<file path="config.mk">
export PLATFORM = sky130hd
export DESIGN_NAME = auart_top
export DESIGN_NICKNAME = d
export VERILOG_FILES = /design/src/hw/auart_top.v
export VERILOG_INCLUDE_DIRS = /design/src /design/src/hw
export SDC_FILE = /design/constraint.sdc
export NUM_CORES = 1
export LEC_CHECK = 0
export BUFFER_PORTS_ARGS = -buffer_cell sky130_fd_sc_hd__buf_4
export CAP_MARGIN = 20
export CORE_MARGIN = 1
export CORE_UTILIZATION = 55
export CTS_BUF_LIST = sky130_fd_sc_hd__clkbuf_8
export DETAILED_ROUTE_END_ITERATION = 8
export PLACE_DENSITY = 0.79
export SYNTH_ARGS = -nofsm -noshare
export SYNTH_HDL_FRONTEND = slang
export SYNTH_SLANG_ARGS = --single-unit
</file>
<file path="constraint.sdc">
create_clock -name ref_clk_i -period 6 [get_ports ref_clk_i]
set_input_delay 0.6 -clock ref_clk_i [delete_from_list [all_inputs] [get_ports ref_clk_i]]
set_output_delay 0.6 -clock ref_clk_i [all_outputs]
set_load 0.05 [all_outputs]
</file>
<file path="src/hw/auart_defines.vh">
/*
 * constants for the asynchronous receiver/transmitter: register offsets,
 * field positions, mode codes, divisor table and rate factors.
 * assumes inclusion by bare name from the design file.
 */
`ifndef AUART_DEFINES_VH
`define AUART_DEFINES_VH

// register offsets on the 3-bit address port
`define AU_ADDR_MODE 3'h0
`define AU_ADDR_BAUD 3'h1
`define AU_ADDR_STATUS 3'h2
`define AU_ADDR_DATA 3'h3
`define AU_ADDR_CTRL 3'h4
`define AU_ADDR_CLRERR 3'h5

// control register bits
`define AU_CTRL_RXEN 0
`define AU_CTRL_TXEN 1
`define AU_CTRL_BRK 2

// comm_mode fields
`define AU_M_LEN_HI 1
`define AU_M_LEN_LO 0
`define AU_M_STOP 2
`define AU_M_PAR_LO 3
`define AU_M_PAR_HI 4
`define AU_M_ODD 5
`define AU_M_OP_LO 6
`define AU_M_OP_HI 7
// index of the last data bit for the shortest length code
`define AU_LEN_MIN_IDX 3'h4

// operating modes
`define AU_OP_NORMAL 2'h0
`define AU_OP_ECHO 2'h1
`define AU_OP_LOCAL 2'h2
`define AU_OP_REMOTE 2'h3

// parity format codes
`define AU_PAR_NONE 2'h0
`define AU_PAR_FORCE 2'h1

// baud_clock_control fields
`define AU_B_TXINT 7
`define AU_B_RXINT 6
`define AU_B_FAC_HI 5
`define AU_B_FAC_LO 4
`define AU_B_SEL_HI 3

// comm_status bits
`define AU_S_RECEIVER_READY_FLAG 0
`define AU_S_TRANSMITTER_READY_FLAG 1
`define AU_S_TRANSMITTER_EMPTY_FLAG 2
`define AU_S_TXBRK 3
`define AU_S_RXBRK 4
`define AU_S_OVR 5
`define AU_S_FE 6
`define AU_S_PE 7

// reset value of every register
`define AU_RST_BYTE 8'h00

// divisors of the reference clock, giving the 16x clock
`define AU_DIV_0 13'h1800
`define AU_DIV_1 13'h0AE9
`define AU_DIV_2 13'h08EC
`define AU_DIV_3 13'h0800
`define AU_DIV_4 13'h0600
`define AU_DIV_5 13'h0400
`define AU_DIV_6 13'h0200
`define AU_DIV_7 13'h0124
`define AU_DIV_8 13'h0100
`define AU_DIV_9 13'h00AB
`define AU_DIV_A 13'h009A
`define AU_DIV_B 13'h0080
`define AU_DIV_C 13'h0040
`define AU_DIV_D 13'h0020
`define AU_DIV_E 13'h0010
`define AU_DIV_F 13'h0008

// clock rate factors in ticks per bit
`define AU_FAC_16 7'h10
`define AU_FAC_32 7'h20
`define AU_FAC_64 7'h40
`define AU_FAC_1 7'h01

`endif

</file>
<file path="src/hw/auart_top.v">
/*
 * asynchronous receiver/transmitter with baud divider, four operating
 * modes and a byte-wide register port.
 * assumes ref_clk_i is the reference baud clock and that the serial
 * line and both external clock pins are asynchronous to it.
 */
`timescale 1ns/1ps
`default_nettype none
`include "auart_defines.vh"

module auart_top (
   // clock and reset
   input wire ref_clk_i,
   input wire reset_i,
   // register port
   input wire [2:0] addr_i,
   input wire [7:0] wdata_i,
   input wire wr_i,
   input wire rd_i,
   output reg [7:0] rdata_o,
   // serial line and external clocks
   input wire rx_data_i,
   input wire transmit_clock_pin_i,
   input wire receive_clock_pin_i,
   output reg tx_data_o
);

   // receiver states
   localparam [5:0] RX_IDLE = 6'h01;
   localparam [5:0] RX_START = 6'h02;
   localparam [5:0] RX_DATA = 6'h04;
   localparam [5:0] RX_PAR = 6'h08;
   localparam [5:0] RX_STOP = 6'h10;
   localparam [5:0] RX_BRKW = 6'h20;
   // transmitter states
   localparam [4:0] TX_IDLE = 5'h01;
   localparam [4:0] TX_START = 5'h02;
   localparam [4:0] TX_DATA = 5'h04;
   localparam [4:0] TX_PAR = 5'h08;
   localparam [4:0] TX_STOP = 5'h10;

   // address match for one strobe
   function hit;
      input [2:0] a;
      input [2:0] off;
      begin
         hit = (a == off);
      end
   endfunction

   // divisor for a baud select code
   function [12:0] divisor;
      input [3:0] sel;
      begin
         case (sel)
            4'h0: divisor = `AU_DIV_0;
            4'h1: divisor = `AU_DIV_1;
            4'h2: divisor = `AU_DIV_2;
            4'h3: divisor = `AU_DIV_3;
            4'h4: divisor = `AU_DIV_4;
            4'h5: divisor = `AU_DIV_5;
            4'h6: divisor = `AU_DIV_6;
            4'h7: divisor = `AU_DIV_7;
            4'h8: divisor = `AU_DIV_8;
            4'h9: divisor = `AU_DIV_9;
            4'hA: divisor = `AU_DIV_A;
            4'hB: divisor = `AU_DIV_B;
            4'hC: divisor = `AU_DIV_C;
            4'hD: divisor = `AU_DIV_D;
            4'hE: divisor = `AU_DIV_E;
            default: divisor = `AU_DIV_F;
         endcase
      end
   endfunction

   // ticks per bit for one clock source
   function [6:0] factor;
      input internal;
      input [1:0] fsel;
      begin
         if (internal) begin
            factor = `AU_FAC_16;
         end else begin
            case (fsel)
               2'h0: factor = `AU_FAC_16;
               2'h1: factor = `AU_FAC_32;
               2'h2: factor = `AU_FAC_64;
               default: factor = `AU_FAC_1;
            endcase
         end
      end
   endfunction

   // true on the last data bit of the programmed length
   function last_bit;
      input [2:0] idx;
      input [1:0] len;
      begin
         last_bit = (idx == `AU_LEN_MIN_IDX + {1'b0, len});
      end
   endfunction

   // keeps only the programmed number of data bits
   function [7:0] len_mask;
      input [1:0] len;
      begin
         len_mask = 8'hFF >> (2'h3 - len);
      end
   endfunction

   // software registers and flags
   reg [7:0] comm_mode;
   reg [7:0] baud_clock_control;
   reg [7:0] ctrl;
   reg [7:0] receive_holding_register;
   reg receiver_ready_flag;
   reg rx_break_flag;
   reg overrun_flag;
   reg framing_flag;
   reg parity_flag;
   reg [7:0] transmit_holding_register;
   reg tx_hold_par;
   reg tx_hold_raw;
   reg tx_hold_full;
   reg transmitter_empty_flag;

   // synchronisers and edge history
   reg [2:0] rxd_sync;
   reg [2:0] txc_sync;
   reg [2:0] rxc_sync;

   // decoded mode
   wire [1:0] op_mode = comm_mode[`AU_M_OP_HI:`AU_M_OP_LO];
   wire [1:0] char_len = comm_mode[`AU_M_LEN_HI:`AU_M_LEN_LO];
   wire [1:0] par_fmt = comm_mode[`AU_M_PAR_HI:`AU_M_PAR_LO];
   wire par_on = (par_fmt != `AU_PAR_NONE);
   wire echo_like = (op_mode == `AU_OP_ECHO) || (op_mode == `AU_OP_REMOTE);
   wire local_loop = (op_mode == `AU_OP_LOCAL);
   wire rx_en = ctrl[`AU_CTRL_RXEN];
   wire tx_en = ctrl[`AU_CTRL_TXEN];
   wire tx_brk = ctrl[`AU_CTRL_BRK];
   wire tx_run = tx_en || echo_like;
   wire wr_data = wr_i && hit(addr_i, `AU_ADDR_DATA);
   wire rd_data = rd_i && hit(addr_i, `AU_ADDR_DATA);
   wire clr_err = wr_i && hit(addr_i, `AU_ADDR_CLRERR);

   // two-flop synchronisers, third flop only for edge detection
   always @(posedge ref_clk_i) begin
      if (reset_i) begin
         rxd_sync <= 3'h7;
         txc_sync <= 3'h0;
         rxc_sync <= 3'h0;
      end else begin
         rxd_sync <= {rxd_sync[1:0], rx_data_i};
         txc_sync <= {txc_sync[1:0], transmit_clock_pin_i};
         rxc_sync <= {rxc_sync[1:0], receive_clock_pin_i};
      end
   end

   // baud divider producing the internal 16x tick
   reg [12:0] div_cnt;
   reg int_tick;
   always @(posedge ref_clk_i) begin
      if (reset_i) begin
         div_cnt <= 13'h0000;
         int_tick <= 1'b0;
      end else if (div_cnt >= divisor(baud_clock_control[`AU_B_SEL_HI:0]) - 13'h0001) begin
         div_cnt <= 13'h0000;
         int_tick <= 1'b1;
      end else begin
         div_cnt <= div_cnt + 13'h0001;
         int_tick <= 1'b0;
      end
   end

   // clock source selection per direction
   wire ext_tx_tick = txc_sync[1] && !txc_sync[2];
   wire ext_rx_tick = rxc_sync[1] && !rxc_sync[2];
   wire [1:0] fsel = baud_clock_control[`AU_B_FAC_HI:`AU_B_FAC_LO];
   wire own_tx_tick = baud_clock_control[`AU_B_TXINT] ? int_tick : ext_tx_tick;
   wire own_rx_tick = baud_clock_control[`AU_B_RXINT] ? int_tick : ext_rx_tick;
   wire [6:0] own_tx_fac = factor(baud_clock_control[`AU_B_TXINT], fsel);
   wire [6:0] own_rx_fac = factor(baud_clock_control[`AU_B_RXINT], fsel);
   // echo modes run the transmitter on the receive clock, local loop the reverse
   wire tx_tick = echo_like ? own_rx_tick : own_tx_tick;
   wire [6:0] tx_fac = echo_like ? own_rx_fac : own_tx_fac;
   wire rx_tick = local_loop ? own_tx_tick : own_rx_tick;
   wire [6:0] rx_fac = local_loop ? own_tx_fac : own_rx_fac;
   wire [6:0] rx_half = rx_fac >> 1;

   // internal serial bit of the transmitter, fed back in local loop
   reg tx_bit;
   wire rx_line = local_loop ? tx_bit : rxd_sync[1];
   reg rx_prev;

   // receiver
   reg [5:0] rx_state;
   reg [6:0] rx_cnt;
   reg [2:0] rx_idx;
   reg [7:0] receive_shift_register;
   reg rx_par_bit;
   reg rx_load;
   reg [7:0] rx_echo_data;
   reg rx_echo_par;
   wire [7:0] rx_char = (receive_shift_register >> (2'h3 - char_len)) & len_mask(char_len);
   wire rx_par_good = (^rx_char) ^ rx_par_bit ^ comm_mode[`AU_M_ODD];
   wire rx_par_err = (par_fmt == `AU_PAR_FORCE) ? (rx_par_bit != comm_mode[`AU_M_ODD])
                                                : !rx_par_good;
   wire rx_is_break = !rx_line && (rx_char == 8'h00) && !(par_on && rx_par_bit);
   wire rx_bit_end = rx_tick && (rx_cnt >= rx_fac - 7'h01);

   always @(posedge ref_clk_i) begin
      if (reset_i) begin
         rx_state <= RX_IDLE;
         rx_cnt <= 7'h00;
         rx_idx <= 3'h0;
         rx_prev <= 1'b1;
         receive_shift_register <= `AU_RST_BYTE;
         rx_par_bit <= 1'b0;
         rx_load <= 1'b0;
         rx_echo_data <= `AU_RST_BYTE;
         rx_echo_par <= 1'b0;
         receive_holding_register <= `AU_RST_BYTE;
         receiver_ready_flag <= 1'b0;
         rx_break_flag <= 1'b0;
         overrun_flag <= 1'b0;
         framing_flag <= 1'b0;
         parity_flag <= 1'b0;
      end else begin
         rx_prev <= rx_line;
         rx_load <= 1'b0;
         // clears first, so a set in the same cycle wins
         if (rd_data) begin
            receiver_ready_flag <= 1'b0;
         end
         if (clr_err || !rx_en) begin
            overrun_flag <= 1'b0;
            framing_flag <= 1'b0;
            parity_flag <= 1'b0;
         end
         if (!rx_en) begin
            receiver_ready_flag <= 1'b0;
            rx_break_flag <= 1'b0;
         end
         if (rx_tick && rx_state != RX_BRKW) begin
            rx_cnt <= rx_cnt + 7'h01;
         end
         case (rx_state)
            RX_IDLE: begin
               rx_cnt <= 7'h00;
               if (rx_en && rx_prev && !rx_line) begin
                  rx_state <= RX_START;
               end
            end
            RX_START: begin
               if (!rx_en) begin
                  rx_state <= RX_IDLE;
               end else if (rx_tick && ({1'b0, rx_cnt} + 8'h01 >= {1'b0, rx_half})) begin
                  rx_cnt <= 7'h00;
                  rx_idx <= 3'h0;
                  rx_state <= rx_line ? RX_IDLE : RX_DATA;
               end
            end
            RX_DATA: begin
               if (rx_bit_end) begin
                  rx_cnt <= 7'h00;
                  receive_shift_register <= {rx_line, receive_shift_register[7:1]};
                  rx_idx <= rx_idx + 3'h1;
                  if (last_bit(rx_idx, char_len)) begin
                     rx_state <= par_on ? RX_PAR : RX_STOP;
                  end
               end
            end
            RX_PAR: begin
               if (rx_bit_end) begin
                  rx_cnt <= 7'h00;
                  rx_par_bit <= rx_line;
                  rx_state <= RX_STOP;
               end
            end
            RX_STOP: begin
               if (rx_bit_end) begin
                  rx_cnt <= 7'h00;
                  rx_load <= 1'b1;
                  rx_echo_data <= rx_char;
                  rx_echo_par <= par_on ? rx_par_bit : 1'b0;
                  // error flags of this character load together
                  if (par_on && rx_par_err) begin
                     parity_flag <= 1'b1;
                  end
                  if (!rx_line) begin
                     framing_flag <= 1'b1;
                  end
                  if (op_mode != `AU_OP_REMOTE) begin
                     receive_holding_register <= rx_char;
                     if (receiver_ready_flag && !rd_data) begin
                        overrun_flag <= 1'b1;
                     end
                     if (!rx_is_break) begin
                        receiver_ready_flag <= 1'b1;
                     end
                  end
                  if (rx_is_break) begin
                     rx_break_flag <= 1'b1;
                     rx_state <= RX_BRKW;
                  end else if (!rx_line && rx_char != 8'h00) begin
                     rx_state <= RX_START;
                  end else begin
                     rx_state <= RX_IDLE;
                  end
               end
            end
            RX_BRKW: begin
               // line must stay high for a whole bit before hunting again
               if (!rx_line || !rx_en) begin
                  rx_cnt <= 7'h00;
                  if (!rx_en) begin
                     rx_state <= RX_IDLE;
                  end
               end else if (rx_tick) begin
                  if (rx_cnt >= rx_fac - 7'h01) begin
                     rx_break_flag <= 1'b0;
                     rx_state <= RX_IDLE;
                  end else begin
                     rx_cnt <= rx_cnt + 7'h01;
                  end
               end
            end
            default: begin
               rx_state <= RX_IDLE;
            end
         endcase
      end
   end

   // transmitter
   reg [4:0] tx_state;
   reg [6:0] tx_cnt;
   reg [2:0] tx_idx;
   reg [7:0] transmit_shift_register;
   reg tx_par_val;
   reg tx_stop2;
   reg tx_sent_one;
   wire tx_bit_end = tx_tick && (tx_cnt >= tx_fac - 7'h01);
   wire [7:0] tx_masked = transmit_holding_register & len_mask(char_len);
   wire tx_calc_par = (par_fmt == `AU_PAR_FORCE) ? comm_mode[`AU_M_ODD]
                                                 : (^tx_masked) ^ ~comm_mode[`AU_M_ODD];

   always @(posedge ref_clk_i) begin
      if (reset_i) begin
         tx_state <= TX_IDLE;
         tx_cnt <= 7'h00;
         tx_idx <= 3'h0;
         tx_bit <= 1'b1;
         transmit_shift_register <= `AU_RST_BYTE;
         tx_par_val <= 1'b0;
         tx_stop2 <= 1'b0;
         tx_sent_one <= 1'b0;
         transmit_holding_register <= `AU_RST_BYTE;
         tx_hold_par <= 1'b0;
         tx_hold_raw <= 1'b0;
         tx_hold_full <= 1'b0;
         transmitter_empty_flag <= 1'b0;
      end else begin
         if (!tx_run) begin
            transmitter_empty_flag <= 1'b0;
         end
         // holding register load: receiver in echo modes, cpu otherwise
         if (echo_like && rx_load) begin
            transmit_holding_register <= rx_echo_data;
            tx_hold_par <= rx_echo_par;
            tx_hold_raw <= 1'b1;
            tx_hold_full <= 1'b1;
            transmitter_empty_flag <= 1'b0;
         end else if (!echo_like && wr_data) begin
            transmit_holding_register <= wdata_i;
            tx_hold_raw <= 1'b0;
            tx_hold_full <= 1'b1;
            transmitter_empty_flag <= 1'b0;
         end
         if (tx_tick && tx_state != TX_IDLE) begin
            tx_cnt <= tx_cnt + 7'h01;
         end
         case (tx_state)
            TX_IDLE: begin
               tx_cnt <= 7'h00;
               tx_bit <= 1'b1;
               if (tx_hold_full && tx_run && tx_tick) begin
                  transmit_shift_register <= tx_masked;
                  tx_par_val <= tx_hold_raw ? tx_hold_par : tx_calc_par;
                  tx_hold_full <= (echo_like && rx_load) || (!echo_like && wr_data);
                  tx_bit <= 1'b0;
                  tx_state <= TX_START;
               end
            end
            TX_START: begin
               if (tx_bit_end) begin
                  tx_cnt <= 7'h00;
                  tx_idx <= 3'h0;
                  tx_bit <= transmit_shift_register[0];
                  transmit_shift_register <= transmit_shift_register >> 1;
                  tx_state <= TX_DATA;
               end
            end
            TX_DATA: begin
               if (tx_bit_end) begin
                  tx_cnt <= 7'h00;
                  tx_idx <= tx_idx + 3'h1;
                  if (last_bit(tx_idx, char_len)) begin
                     tx_bit <= par_on ? tx_par_val : 1'b1;
                     tx_stop2 <= comm_mode[`AU_M_STOP];
                     tx_state <= par_on ? TX_PAR : TX_STOP;
                  end else begin
                     tx_bit <= transmit_shift_register[0];
                     transmit_shift_register <= transmit_shift_register >> 1;
                  end
               end
            end
            TX_PAR: begin
               if (tx_bit_end) begin
                  tx_cnt <= 7'h00;
                  tx_bit <= 1'b1;
                  tx_stop2 <= comm_mode[`AU_M_STOP];
                  tx_state <= TX_STOP;
               end
            end
            TX_STOP: begin
               if (tx_bit_end) begin
                  tx_cnt <= 7'h00;
                  if (tx_stop2) begin
                     tx_stop2 <= 1'b0;
                  end else begin
                     tx_sent_one <= 1'b1;
                     tx_state <= TX_IDLE;
                     if (!tx_hold_full && tx_run) begin
                        transmitter_empty_flag <= 1'b1;
                     end
                  end
               end
            end
            default: begin
               tx_state <= TX_IDLE;
            end
         endcase
      end
   end

   // serial output: break low, held high in local loop
   always @(posedge ref_clk_i) begin
      if (reset_i) begin
         tx_data_o <= 1'b1;
      end else if (tx_brk) begin
         tx_data_o <= 1'b0;
      end else if (local_loop) begin
         tx_data_o <= 1'b1;
      end else begin
         tx_data_o <= tx_bit;
      end
   end

   // register writes
   always @(posedge ref_clk_i) begin
      if (reset_i) begin
         comm_mode <= `AU_RST_BYTE;
         baud_clock_control <= `AU_RST_BYTE;
         ctrl <= `AU_RST_BYTE;
      end else if (wr_i) begin
         if (hit(addr_i, `AU_ADDR_MODE)) begin
            comm_mode <= wdata_i;
         end
         if (hit(addr_i, `AU_ADDR_BAUD)) begin
            baud_clock_control <= wdata_i;
         end
         if (hit(addr_i, `AU_ADDR_CTRL)) begin
            ctrl <= wdata_i & 8'h07;
         end
      end
   end

   // status byte and registered read data
   wire [7:0] status;
   assign status[`AU_S_RECEIVER_READY_FLAG] = receiver_ready_flag;
   assign status[`AU_S_TRANSMITTER_READY_FLAG] = tx_en && !echo_like && !tx_hold_full;
   assign status[`AU_S_TRANSMITTER_EMPTY_FLAG] = transmitter_empty_flag && tx_sent_one;
   assign status[`AU_S_TXBRK] = tx_brk;
   assign status[`AU_S_RXBRK] = rx_break_flag;
   assign status[`AU_S_OVR] = overrun_flag;
   assign status[`AU_S_FE] = framing_flag;
   assign status[`AU_S_PE] = parity_flag;

   always @(posedge ref_clk_i) begin
      if (reset_i) begin
         rdata_o <= `AU_RST_BYTE;
      end else if (rd_i) begin
         case (addr_i)
            `AU_ADDR_MODE: rdata_o <= comm_mode;
            `AU_ADDR_BAUD: rdata_o <= baud_clock_control;
            `AU_ADDR_STATUS: rdata_o <= status;
            `AU_ADDR_DATA: rdata_o <= receive_holding_register;
            `AU_ADDR_CTRL: rdata_o <= ctrl;
            default: rdata_o <= `AU_RST_BYTE;
         endcase
      end else begin
         rdata_o <= `AU_RST_BYTE;
      end
   end

endmodule
`default_nettype wire

</file>
* After elaboration in Yosys (flattened, before gate mapping)
Memories as Yosys holds them, arrays and structs flattened. A register that Yosys moved wholly into a read port is not among the register bits.
Cells that the tools add are included.
** Word-level totals
- Register bits :: 138
- Bits in latches :: 0
- RAM bits :: 0
- Bits in read-only memories :: 208
- Input port bits :: 18
- Output and inout bits :: 9
- Word-level logic and storage cells :: 309
- Memories :: 1
** Memory list
- (no name shown) :: words 16, bits a word 13, read ports 1, clocked after Yosys merged registers in 1, write ports 0, RTL line auart_top.v:55 : case (sel)
** Cells by class
- $add $sub $neg :: 11
- Multipliers :: 0
- Div/mod/pow operators :: 0
- Order comparisons :: 4
- Equal/unequal tests :: 47
- Shift-type cells :: 2
- Multiplexer cells :: 123
- Bitwise logic cells :: 9
- Reductions and logical operators :: 74
** Operator list (count)
- 7-bit two-way mux :: 13
- 6-bit two-way mux :: 12
- 1-bit two-way mux :: 61
- 8-bit two-way mux :: 6
- 5-bit two-way mux :: 9
- 8-bit one-hot mux with 5 select lines :: 1
- 6-bit one-hot mux with 6 select lines :: 1
- 2-bit inequality test (second input constant) :: 16
- 7-bit one-hot mux with 4 select lines :: 1
- 1-bit logical AND :: 26
- 5-bit one-hot mux with 5 select lines :: 1
- 8-bit one-hot mux with 3 select lines :: 1
- 7-bit one-hot mux with 3 select lines :: 1
- 3-bit two-way mux :: 6
- 8-bit AND :: 2
- 8-bit XOR reduction :: 2
- 7-bit by 1-bit adder with 7-bit output (second input constant) :: 2
- 7-bit >= comparator :: 2
- 7-bit one-hot mux with 2 select lines :: 1
- 2-bit AND reduction :: 7
- 7-bit by 1-bit subtractor with 7-bit output (second input constant) :: 2
- 13-bit by 1-bit adder with 13-bit output (second input constant) :: 1
- 13-bit >= comparator :: 1
- 13-bit two-way mux :: 1
- other kinds (54) :: 94

* Longest topological paths before layout
Gate-level depths: netlist of the first run.
- Depth after elaboration :: 12
- Depth in mapped cells :: 15
- Mapped depth without buffers :: 13

* Worst setup path before layout of the first run
OpenSTA, ideal clock, no wires.
- Kind :: reg2reg
- From :: register comm_mode[6]
- To :: register rx_cnt[2]
- Setup time :: 60 ps
- Arrival time :: 3266 ps
- Data required time :: 5940 ps
- Slack :: 2674 ps
- Stages on the path, launching flop included :: 15
- Buffers on the path :: 1
- Clock period less this slack :: 3326 ps
- Cell sequence :: dfxtp_1 nand2b_1 buf_6 mux2i_1 nand3_1 ha_1 xor2_1 ha_1 and2_1 a221o_1 a41oi_2 a21oi_1 nor2_1 and2_1 o221a_1
** Between the ends
- Word-level cells in the longest chain between the ends :: 8
- Elaborated cells between the ends (all ways) :: 20
- Classes of those cells :: 1 x add/sub; 2 x order compare; 1 x eq/ne; 11 x mux; 5 x reduce/logical
** RTL lines
- from (decl) :: RTL line auart_top.v:112 : reg [7:0] comm_mode;
- from (signal assigned) :: RTL line auart_top.v:464 : comm_mode <= `AU_RST_BYTE;
- from (signal assigned) :: RTL line auart_top.v:469 : comm_mode <= wdata_i;
- 2-bit == test (no source line) (*)
- 7-bit two-way mux / 1-bit two-way mux (equally long branches) :: RTL line auart_top.v:188, auart_top.v:187
- 7-bit by 1-bit subtractor with 7-bit output / 1-bit logical AND (equally long branches) :: RTL line auart_top.v:210, auart_top.v:321, auart_top.v:245
- 7-bit >= comparator / 7-bit two-way mux (equally long branches) :: RTL line auart_top.v:210, auart_top.v:321, auart_top.v:245
- 7-bit two-way mux :: RTL line auart_top.v:321 : if (rx_cnt >= rx_fac - 7'h01) begin
- 7-bit two-way mux :: RTL line auart_top.v:320 : end else if (rx_tick) begin
- 7-bit two-way mux :: RTL line auart_top.v:315 : if (!rx_line || !rx_en) begin
- 7-bit one-hot mux with 4 select lines (*) :: RTL line auart_top.v:248 : case (rx_state)
- to (signal assigned) :: RTL line auart_top.v:246 : rx_cnt <= rx_cnt + 7'h01;
- to (signal assigned) :: RTL line auart_top.v:325 : rx_cnt <= rx_cnt + 7'h01;
- to (decl) :: RTL line auart_top.v:198 : reg [6:0] rx_cnt;
Mark *: on every way between the ends. The rest lies on a longest branch, timed or not.
A chain may end at the register's enable or synchronous reset.

* Worst setup path after layout of the first run
- From :: register comm_mode[6]
- To :: register rx_idx[2]
** Between the ends
- Word-level cells in the longest chain between the ends :: 7
- Elaborated cells between the ends (all ways) :: 11
- Classes of those cells :: 1 x add/sub; 2 x order compare; 3 x eq/ne; 2 x mux; 3 x reduce/logical
** RTL lines
- 2-bit == test (no source line) (*)
- 7-bit two-way mux :: RTL line auart_top.v:188 : wire [6:0] rx_fac = local_loop ? own_tx_fac : own_rx_fac;
- 7-bit by 1-bit subtractor with 7-bit output :: RTL line auart_top.v:210 : wire rx_bit_end = rx_tick && (rx_cnt >= rx_fac - 7'h01);
- 7-bit >= comparator :: RTL line auart_top.v:210
- 1-bit logical AND :: RTL line auart_top.v:210
- 2-bit inequality test (no source line)
- 4-bit AND reduction (no source line) (*)
- to (signal assigned) :: RTL line auart_top.v:268 : rx_idx <= rx_idx + 3'h1;
- to (decl) :: RTL line auart_top.v:199 : reg [2:0] rx_idx;
Marked as above.

==> results of run 1 <==
stage by stage:
stage	cell area, um^2	util (%)
3_3_place_gp	8600	58.5
5_1_grt	9020	61.4
4_1_cts	9010	61.3
6_report	9020	61.4
2_1_floorplan	8370	-
3_5_place_dp	8600	58.5
per-layer routing:
| layer | track usage (%) | up-vias | share of wire [%] |
|---|---|---|---|
| met5 | 0 | - | 0 |
| met4 | 11.8 | 0 | 3.1 |
| met3 | 4.75 | 46 | 5.6 |
| met2 | 41.7 | 216 | 47 |
| met1 | 32.9 | 3326 | 45 |
| li1 | - | 3505 | - |
kinds of logic after synthesis:
group	share of synthesized area (%)
xor gates and xnor gates	5.34
other	0.0448
muxes	7.69
DFF	36.2
adders and majority gates	7.03
AOI/OAI and AO/OA	15.3
buffers and inverters	3.89
and+or+nand+nor	24.6
power breakdown:
| part | total, mW | switching (mW) | internal, mW |
|---|---|---|---|
| logic | 0.366 | 0.219 | 0.148 |
| registers | 1.08 | 0.0506 | 1.03 |
| clock network | 0.827 | 0.397 | 0.430 |
layout by cell type (no fill, tap or decap), types with 3 or more instances in the layout:
| cell | netlist | final |
|---|---|---|
| dfxtp_1 | 151 | 151 |
| nor2_1 | 119 | 119 |
| nand2_1 | 118 | 118 |
| a21oi_1 | 66 | 66 |
| mux2i_1 | 53 | 53 |
| ha_1 | 47 | 47 |
| nand3_1 | 32 | 32 |
| buf_4 | 1 | 31 |
| inv_1 | 27 | 30 |
| o21ai_0 | 30 | 30 |
| xnor2_1 | 27 | 27 |
| nor3_1 | 27 | 27 |
| xor2_1 | 24 | 24 |
| clkbuf_8 | 0 | 19 |
| nor2b_1 | 18 | 18 |
| nand2b_1 | 15 | 15 |
| and2_1 | 12 | 12 |
| a311oi_1 | 12 | 12 |
| a31oi_1 | 11 | 11 |
| and3_1 | 10 | 10 |
| nor4_1 | 10 | 10 |
| nand3b_1 | 9 | 9 |
| a21o_1 | 9 | 9 |
| nand4_1 | 9 | 9 |
| a211oi_1 | 7 | 7 |
| or3_1 | 6 | 6 |
| o21a_1 | 5 | 5 |
| o211ai_1 | 5 | 5 |
| o221a_1 | 5 | 5 |
| o22a_1 | 5 | 5 |
| and4_1 | 4 | 4 |
| nor3b_1 | 4 | 4 |
| or2_2 | 4 | 4 |
| nand4b_1 | 4 | 4 |
| o2bb2ai_1 | 3 | 3 |
| mux4_2 | 3 | 3 |
| nor3_2 | 3 | 3 |
| o211a_1 | 3 | 3 |
| bufinv_16 | 0 | 3 |
path summary, 6_finish.rpt:
check | from | endpoint | slack, ps | cells past startpoint
setup / recovery | comm_mode[6]$_SDFFE_PP0P_ | rx_idx[2]$_SDFFE_PP0P_ | 1780 | 13
hold / removal | rx_data_i | rxd_sync[0]$_SDFF_PP1_ | 320 | 2
setup reg to reg | comm_mode[6]$_SDFFE_PP0P_ | rx_idx[2]$_SDFFE_PP0P_ | 1780 | 13
hold reg to reg | rxc_sync[0]$_SDFF_PP0_ | rxc_sync[1]$_SDFF_PP0_ | 450 | 1
state kept, by name (all words and copies together), names as in the netlist, 2 cells and up, named ones only:
name,cells
txc_sync,3
comm_mode,8
tx_state,5
div_cnt,13
tx_cnt,7
transmit_holding_register,8
rx_state,6
ctrl,3
transmit_shift_register,8
rxd_sync,2
receive_shift_register,8
receive_holding_register,8
rdata_o,8
baud_clock_control,8
rxc_sync,3
tx_idx,3
rx_echo_data,8
rx_idx,3
rx_cnt,7
layout make-up:
class | count | area (um^2)
fillers | 1243 | 5680
repair buffers | 31 | 233
well taps | 184 | 230
flip-flops and latches | 151 | 3020
multi-input cells | 765 | 5020
clock buffers | 19 | 262
clock inverters | 12 | 151
inverters | 28 | 105
==> impl_metrics.ini, run 1 <==
[synthesis]
synth-seq-cells = 151
synth_commonest_cells = dfxtp_1, nor2_1, nand2_1
syn_avg_cell_area_um2 = 8.43
ys_top_cells_by_area = dfxtp_1, ha_1, mux2i_1
synth_largest_area_cell = dfxtp_1
yosysUniqueCellTypes = 78
syn_inst = 992
synthFlopType = dfxtp_1
synth_warnings = 0
synthArstFlopShare_pct = 0
synth_edf_count = 0
synthesis.area_mm2 = 0.00836
seq_area_frac_synth_pct = 36.2
yosysMostFrequentCell = dfxtp_1
yosys.area.top_type_share_pct = 36.2

[placed_design]
gp_congestion = 0.887
pre_cts_slack_ps = 1830
dp_hpwl_mm = 13.9
numPortBuffers = 26
placedCellCount = 1158

[clocking]
post_cts_resize_count = 0
clk_pin_slew_ps = 80
cts_setup_buffers = 0
cts_hold_buf = 0
clk_latency_ps = 470
cts_tree = done
cts_made_buffers = 17
clockBufferDepth = 2
cts.sinks = 151
htree_levels = 4
cts_root_buf = clkbuf_8

[global_routing]
grt.overflow.total = 0
grt_max_degree = 84
grt_pass1_wl_mm = 32.1
grt_usage_pct = 25.6
antenna_found_initial = 0
grt_pass1_vias = 6533

[timing]
finalSetupViolations = 0
max_freq_ghz = 0.237
finalHoldViolCount = 0
min_period_ps = 4220
slew_headroom_pct = 31.7
setup_tns_ps = 0
whs_ps = 323
grt_setup_unrepaired = false
clock_skew_ps = 17.5
period_share_pct = 70.3
fin_ws_ps = 1780
worst_slew_pin_slew_ps = 1020
finalMaxSlewViolations = 0

[floorplan]
die_width_um = 125
start_util_pct = 56.9
ios = 27
core-area_mm2 = 0.0147
rows = 44
fp.dieH_um = 125
die-area_mm2 = 0.0157

[route]
first_pass_iters = 5
via_count = 7093
viasPerCell = 5.96
drc = 0
ant_nets = 0
drt-initial-drc-count = 467
avgRoutedWirePerCell_um = 16.3
drt_wl_total_mm = 19.4

[worst_setup_path]
path_cells = nand2b_1 -> mux2i_1 -> nand3_1 -> ha_1 -> xor2_1 -> ha_1 -> and2_1 -> a221o_1 -> a41oi_2 -> nor3_2 -> a21oi_1 -> nor2_1 -> a211oi_1
worstSetupPathType = flop to flop
critPathMaxFanout = 16
cp_slowest_stage_delay_ps = 910
start_kind = flop
end_kind = flop
critPathTopFamily = simple AND/OR/NAND/NOR gates
cp_common_cell = ha_1
worstPathRequired_ps = 6320
cp.buffers_inverters = 0
cp_slowest_cell = nor3_2
crit_arrival_ps = 4530

[job]
cap_viol_max_count = 0

[power_and_ir_drop]
ir_drop_uv = 234
p_leak_nw = 3.57
p_total_mw = 2.28
power_density_mw_per_mm2 = 252

[min_path]
hold_path.class = primary input to flop

[finish]
fin_cells = 1190
diodes = 0
syn2layout_area_growth_pct = 7.89
nNetsFinal = 1059
drive_above_1_share_pct = 8.35

[run_status]
status = completed
Power figures use the tool's default switching activity.
==> inputs of run 2 (changes only) <==
PLACE_DENSITY = 0.82   (was 0.79)
clock period = 3.4 ns   (was 6 ns; I/O delays follow)
==> impl_metrics.ini, run 2 (synthesized netlist as in run 1, its figures left out) <==
[clocking]
htree_levels = 4
cts_tree = done
cts_made_buffers = 17
cts_hold_buf = 0
clk_pin_slew_ps = 90
clockBufferDepth = 2
cts.sinks = 151
cts_root_buf = clkbuf_8
clk_latency_ps = 470

[route]
avgRoutedWirePerCell_um = 16.5
drt-initial-drc-count = 779
drc = 0
via_count = 7207
first_pass_iters = 6
drt_wl_total_mm = 19.9
viasPerCell = 5.99
ant_nets = 0

[global_routing]
grt_usage_pct = 26.4
grt_max_degree = 56
grt_pass1_wl_mm = 33.3
grt_pass1_vias = 6848
grt.overflow.total = 0
antenna_found_initial = 0

[worst_setup_path]
end_kind = flop
critPathTopFamily = simple AND/OR/NAND/NOR gates
cp_slowest_cell = or3_4
r2r_slack_ps = 110
path_cells = buf_4 -> mux2i_2 -> and3_2 -> inv_1 -> ha_1 -> xor2_1 -> ha_1 -> nand3_1 -> o211a_1 -> or3_4 -> nand2b_1 -> a21boi_0 -> a311o_1
worstSetupPathType = flop to flop
critPathMaxFanout = 15
start_kind = flop
reg2reg_from = comm_mode[6]$_SDFFE_PP0P_
worstPathRequired_ps = 3760
crit_arrival_ps = 3650
cp.buffers_inverters = 2
cp_slowest_stage_delay_ps = 450
reg2regPathDepth = 13
startpoint = comm_mode[6]$_SDFFE_PP0P_
cp_common_cell = ha_1
reg2reg_to = tx_bit$_SDFFE_PP1P_

[finish]
drive_above_1_share_pct = 11.2
mostFrequentLayoutCell = dfxtp_1
top_register = div_cnt
syn2layout_area_growth_pct = 9.83
diodes = 0
layout_common_cells = dfxtp_1, nand2_1, nor2_1
nNetsFinal = 1071
fin_cells = 1203
final_util_pct = 62.5
largest_reg_flops = 13

[timing]
finalHoldViolCount = 0
fin_ws_ps = 110
worst_slew_pin_slew_ps = 755
finalSetupViolations = 0
grt_setup_unrepaired = true
slew_headroom_pct = 49.5
min_period_ps = 3290
period_share_pct = 96.8
finalMaxSlewViolations = 0
clock_skew_ps = 14.1
max_freq_ghz = 0.304
setup_tns_ps = 0

[floorplan]
fp.dieH_um = 125
die_width_um = 125
die-area_mm2 = 0.0157
start_util_pct = 56.9
rows = 44
ios = 27
core-area_mm2 = 0.0147

[placed_design]
pre_cts_slack_ps = -46.9
dp_hpwl_mm = 14.3
placedCellCount = 1167
gp_congestion = 0.891
numPortBuffers = 26

[min_path]
hold_path.class = primary input to flop
min_from = rx_data_i
hold_depth = 2
hold_end = rxd_sync[0]$_SDFF_PP1_

[power_and_ir_drop]
ir_drop_uv = 284
p_total_mw = 4.03
p_leak_nw = 3.64
power_density_mw_per_mm2 = 438

[run_status]
status = completed

[job]
cap_viol_max_count = 0
run 2: routing by layer:
layer | up-vias | track usage [%] | routed length [um]
li1 | 3540 | - | -
met1 | 3376 | 34.5 | 8850
met2 | 243 | 42.4 | 9380
met3 | 48 | 4.84 | 1150
met4 | 0 | 12.1 | 532
met5 | - | 0 | 0
run 2: worst max path at each step:
stage,slack [ps],endpoint,cells after the start
floorplan,70,rx_cnt[2]$_SDFF_PP0_,14
global placement,-10,rx_idx[2]$_SDFFE_PP0P_,13
detailed placement,-50,receive_shift_register[4]$_SDFFE_PP0P_,12
CTS,20,receive_holding_register[7]$_SDFFE_PP0P_,14
global route,-100,tx_bit$_SDFFE_PP1P_,13
finish,110,tx_bit$_SDFFE_PP1P_,13
run 2: where the power goes:
part | internal, mW | total [mW] | switching, mW | leakage, nW
Sequential | 1.82 | 1.92 | 0.0956 | 1.22
Combinational | 0.286 | 0.680 | 0.394 | 2.21
Clock | 0.701 | 1.43 | 0.729 | 0.206
run 2: repair_timing:
item / in CTS / in global routing
setup buffers: 0 / 4
pin swaps: 0 / 3
resized for setup: 3 / 13
setup endpoints to repair: 10 / 69
run 2: through the flow:
stage	hold slack, ps	cell area [um^2]
2_1_floorplan	389	8370
4_1_cts	55.8	9090
5_1_grt	48.8	9180
6_report	64.5	9180
3_5_place_dp	399	8670
3_3_place_gp	406	8670
run 2: cell type report:
type / count / area (um^2)
Clock buffer: 19 / 262
Sequential cell: 151 / 3020
Clock inverter: 13 / 144
Tap cell: 184 / 230
Inverter: 28 / 105
Timing Repair Buffer: 43 / 339
Multi-Input combinational cell: 765 / 5080
Fill cell: 1168 / 5520
==> inputs of run 3 (changes only) <==
HOLD_SLACK_MARGIN = 0.15   (was not set)
==> impl_metrics.ini, run 3 (synthesized netlist as in run 1, its figures left out) <==
[timing]
grt_setup_unrepaired = true
slew_headroom_pct = 49.2
whs_ps = 162
min_period_ps = 3290
worst_slew_pin_slew_ps = 760
finalHoldViolCount = 0
period_share_pct = 96.9
finalMaxSlewViolations = 0
clock_skew_ps = 13.3
max_freq_ghz = 0.304
finalSetupViolations = 0

[worst_setup_path]
critPathTopFamily = simple AND/OR/NAND/NOR gates
path_cells = buf_4 -> mux2i_2 -> and3_2 -> inv_1 -> ha_1 -> xor2_1 -> ha_1 -> nand3_1 -> o211a_1 -> or3_4 -> nand2b_1 -> a21boi_0 -> a311o_1
worstSetupPathType = flop to flop
worstPathRequired_ps = 3760
r2r_slack_ps = 110
critPathMaxFanout = 15
crit_arrival_ps = 3660
cp.buffers_inverters = 2
end_kind = flop
start_kind = flop
cp_slowest_cell = or3_4
cp_common_cell = ha_1
cp_slowest_stage_delay_ps = 450

[finish]
ff_latch_area_mm2 = 0.00302
fin_area_mm2 = 0.00924
drive_above_1_share_pct = 11.1
largest_reg_flops = 13
diodes = 0
top_register = div_cnt
nNetsFinal = 1077
final_util_pct = 62.9
fill_cells = 1161
syn2layout_area_growth_pct = 10.5
layout_common_cells = dfxtp_1, nand2_1, nor2_1
multi_input_area_mm2 = 0.00508
mostFrequentLayoutCell = dfxtp_1

[floorplan]
die-area_mm2 = 0.0157
rows = 44
fp.dieH_um = 125
die_width_um = 125
start_util_pct = 56.9
core-area_mm2 = 0.0147
ios = 27

[power_and_ir_drop]
ir_drop_uv = 293
power_density_mw_per_mm2 = 436
p_leak_nw = 3.67

[global_routing]
grt_pass1_vias = 6861
grt.overflow.total = 0
grt_max_degree = 56
antenna_found_initial = 0
grt_pass1_wl_mm = 33.3
grt_usage_pct = 26.4

[clocking]
cts_root_buf = clkbuf_8
htree_levels = 4
cts_made_buffers = 17
clk_latency_ps = 470
clk_pin_slew_ps = 90
clockBufferDepth = 2
cts_tree = done
cts.sinks = 151

[route]
ant_nets = 0
drc = 0
avgRoutedWirePerCell_um = 16.5
drt_wl_total_mm = 20.0
first_pass_iters = 5
viasPerCell = 5.98
via_count = 7228
drt-initial-drc-count = 802

[min_path]
hold_path.class = primary input to flop

[job]
cap_viol_max_count = 0

[placed_design]
dp_hpwl_mm = 14.3
dpl-instance-area_mm2 = 0.00867
numPortBuffers = 26
gp_congestion = 0.891

[run_status]
status = completed
==> run 3: changes by cell type in the layout (fill, tap and decap cells not counted) <==
cell           previous run  this run
dlygate4sd3_1             0         6
==> run 3: report_power, final <==
group / switching, mW / internal, mW / total [mW]
logic: 0.395 / 0.291 / 0.686
clock network: 0.730 / 0.700 / 1.43
registers: 0.0953 / 1.82 / 1.92
==> run 3: path summary, 6_finish.rpt <==
path	startpoint	end	cells after the start
worst max-delay path	comm_mode[6]$_SDFFE_PP0P_	tx_bit$_SDFFE_PP1P_	13
worst min-delay path	wdata_i[7]	baud_clock_control[7]$_SDFFE_PP0P_	3
worst max register to register	comm_mode[6]$_SDFFE_PP0P_	tx_bit$_SDFFE_PP1P_	13
worst min register to register	rxd_sync[0]$_SDFF_PP1_	rxd_sync[1]$_SDFF_PP1_	1
==> run 3: area by class of cell <==
| class | count | share of cell area, % |
|---|---|---|
| Inverter | 28 | 1.14 |
| Sequential cell | 151 | 32.7 |
| Tap cell | 184 | 2.49 |
| Timing Repair Buffer | 49 | 4.32 |
| Multi-Input combinational cell | 765 | 55.0 |
| Clock inverter | 13 | 1.56 |
| Clock buffer | 19 | 2.83 |
==> run 3: per-layer routing <==
| layer | vias to the layer above | track usage (%) | part of all wire (%) |
|---|---|---|---|
| met2 | 238 | 42.6 | 47 |
| met5 | - | 0 | 0 |
| met4 | 0 | 12.0 | 2.5 |
| met1 | 3398 | 34.5 | 44 |
| met3 | 40 | 4.79 | 6.0 |
| li1 | 3552 | - | - |
==> run 3: stage by stage <==
step	worst slack, ps	instances	TNS (ps)	total power, mW
2_1_floorplan	74.1	993	0	2.47
3_3_place_gp	-13.0	1167	-13.0	2.59
3_5_place_dp	-46.9	1167	-199	2.61
4_1_cts	20.7	1204	0	4.02
5_1_grt	-101	1209	-446	4.21
6_report	106	1209	0	4.03
==> run 3: repair_timing <==
action                                  4_1_cts  5_1_grt
hold buffers                                  5        1
pin swaps                                     0        3
buffers inserted                              0        4
gates resized for setup                       3       13
endpoints found under the hold margin         6        1
endpoints found under the setup margin       10       69
==> run 3: worst min-delay path, cell delays in order <==
cell and delay, ps:
buf_4 110, mux2i_1 60, nor2_1 70
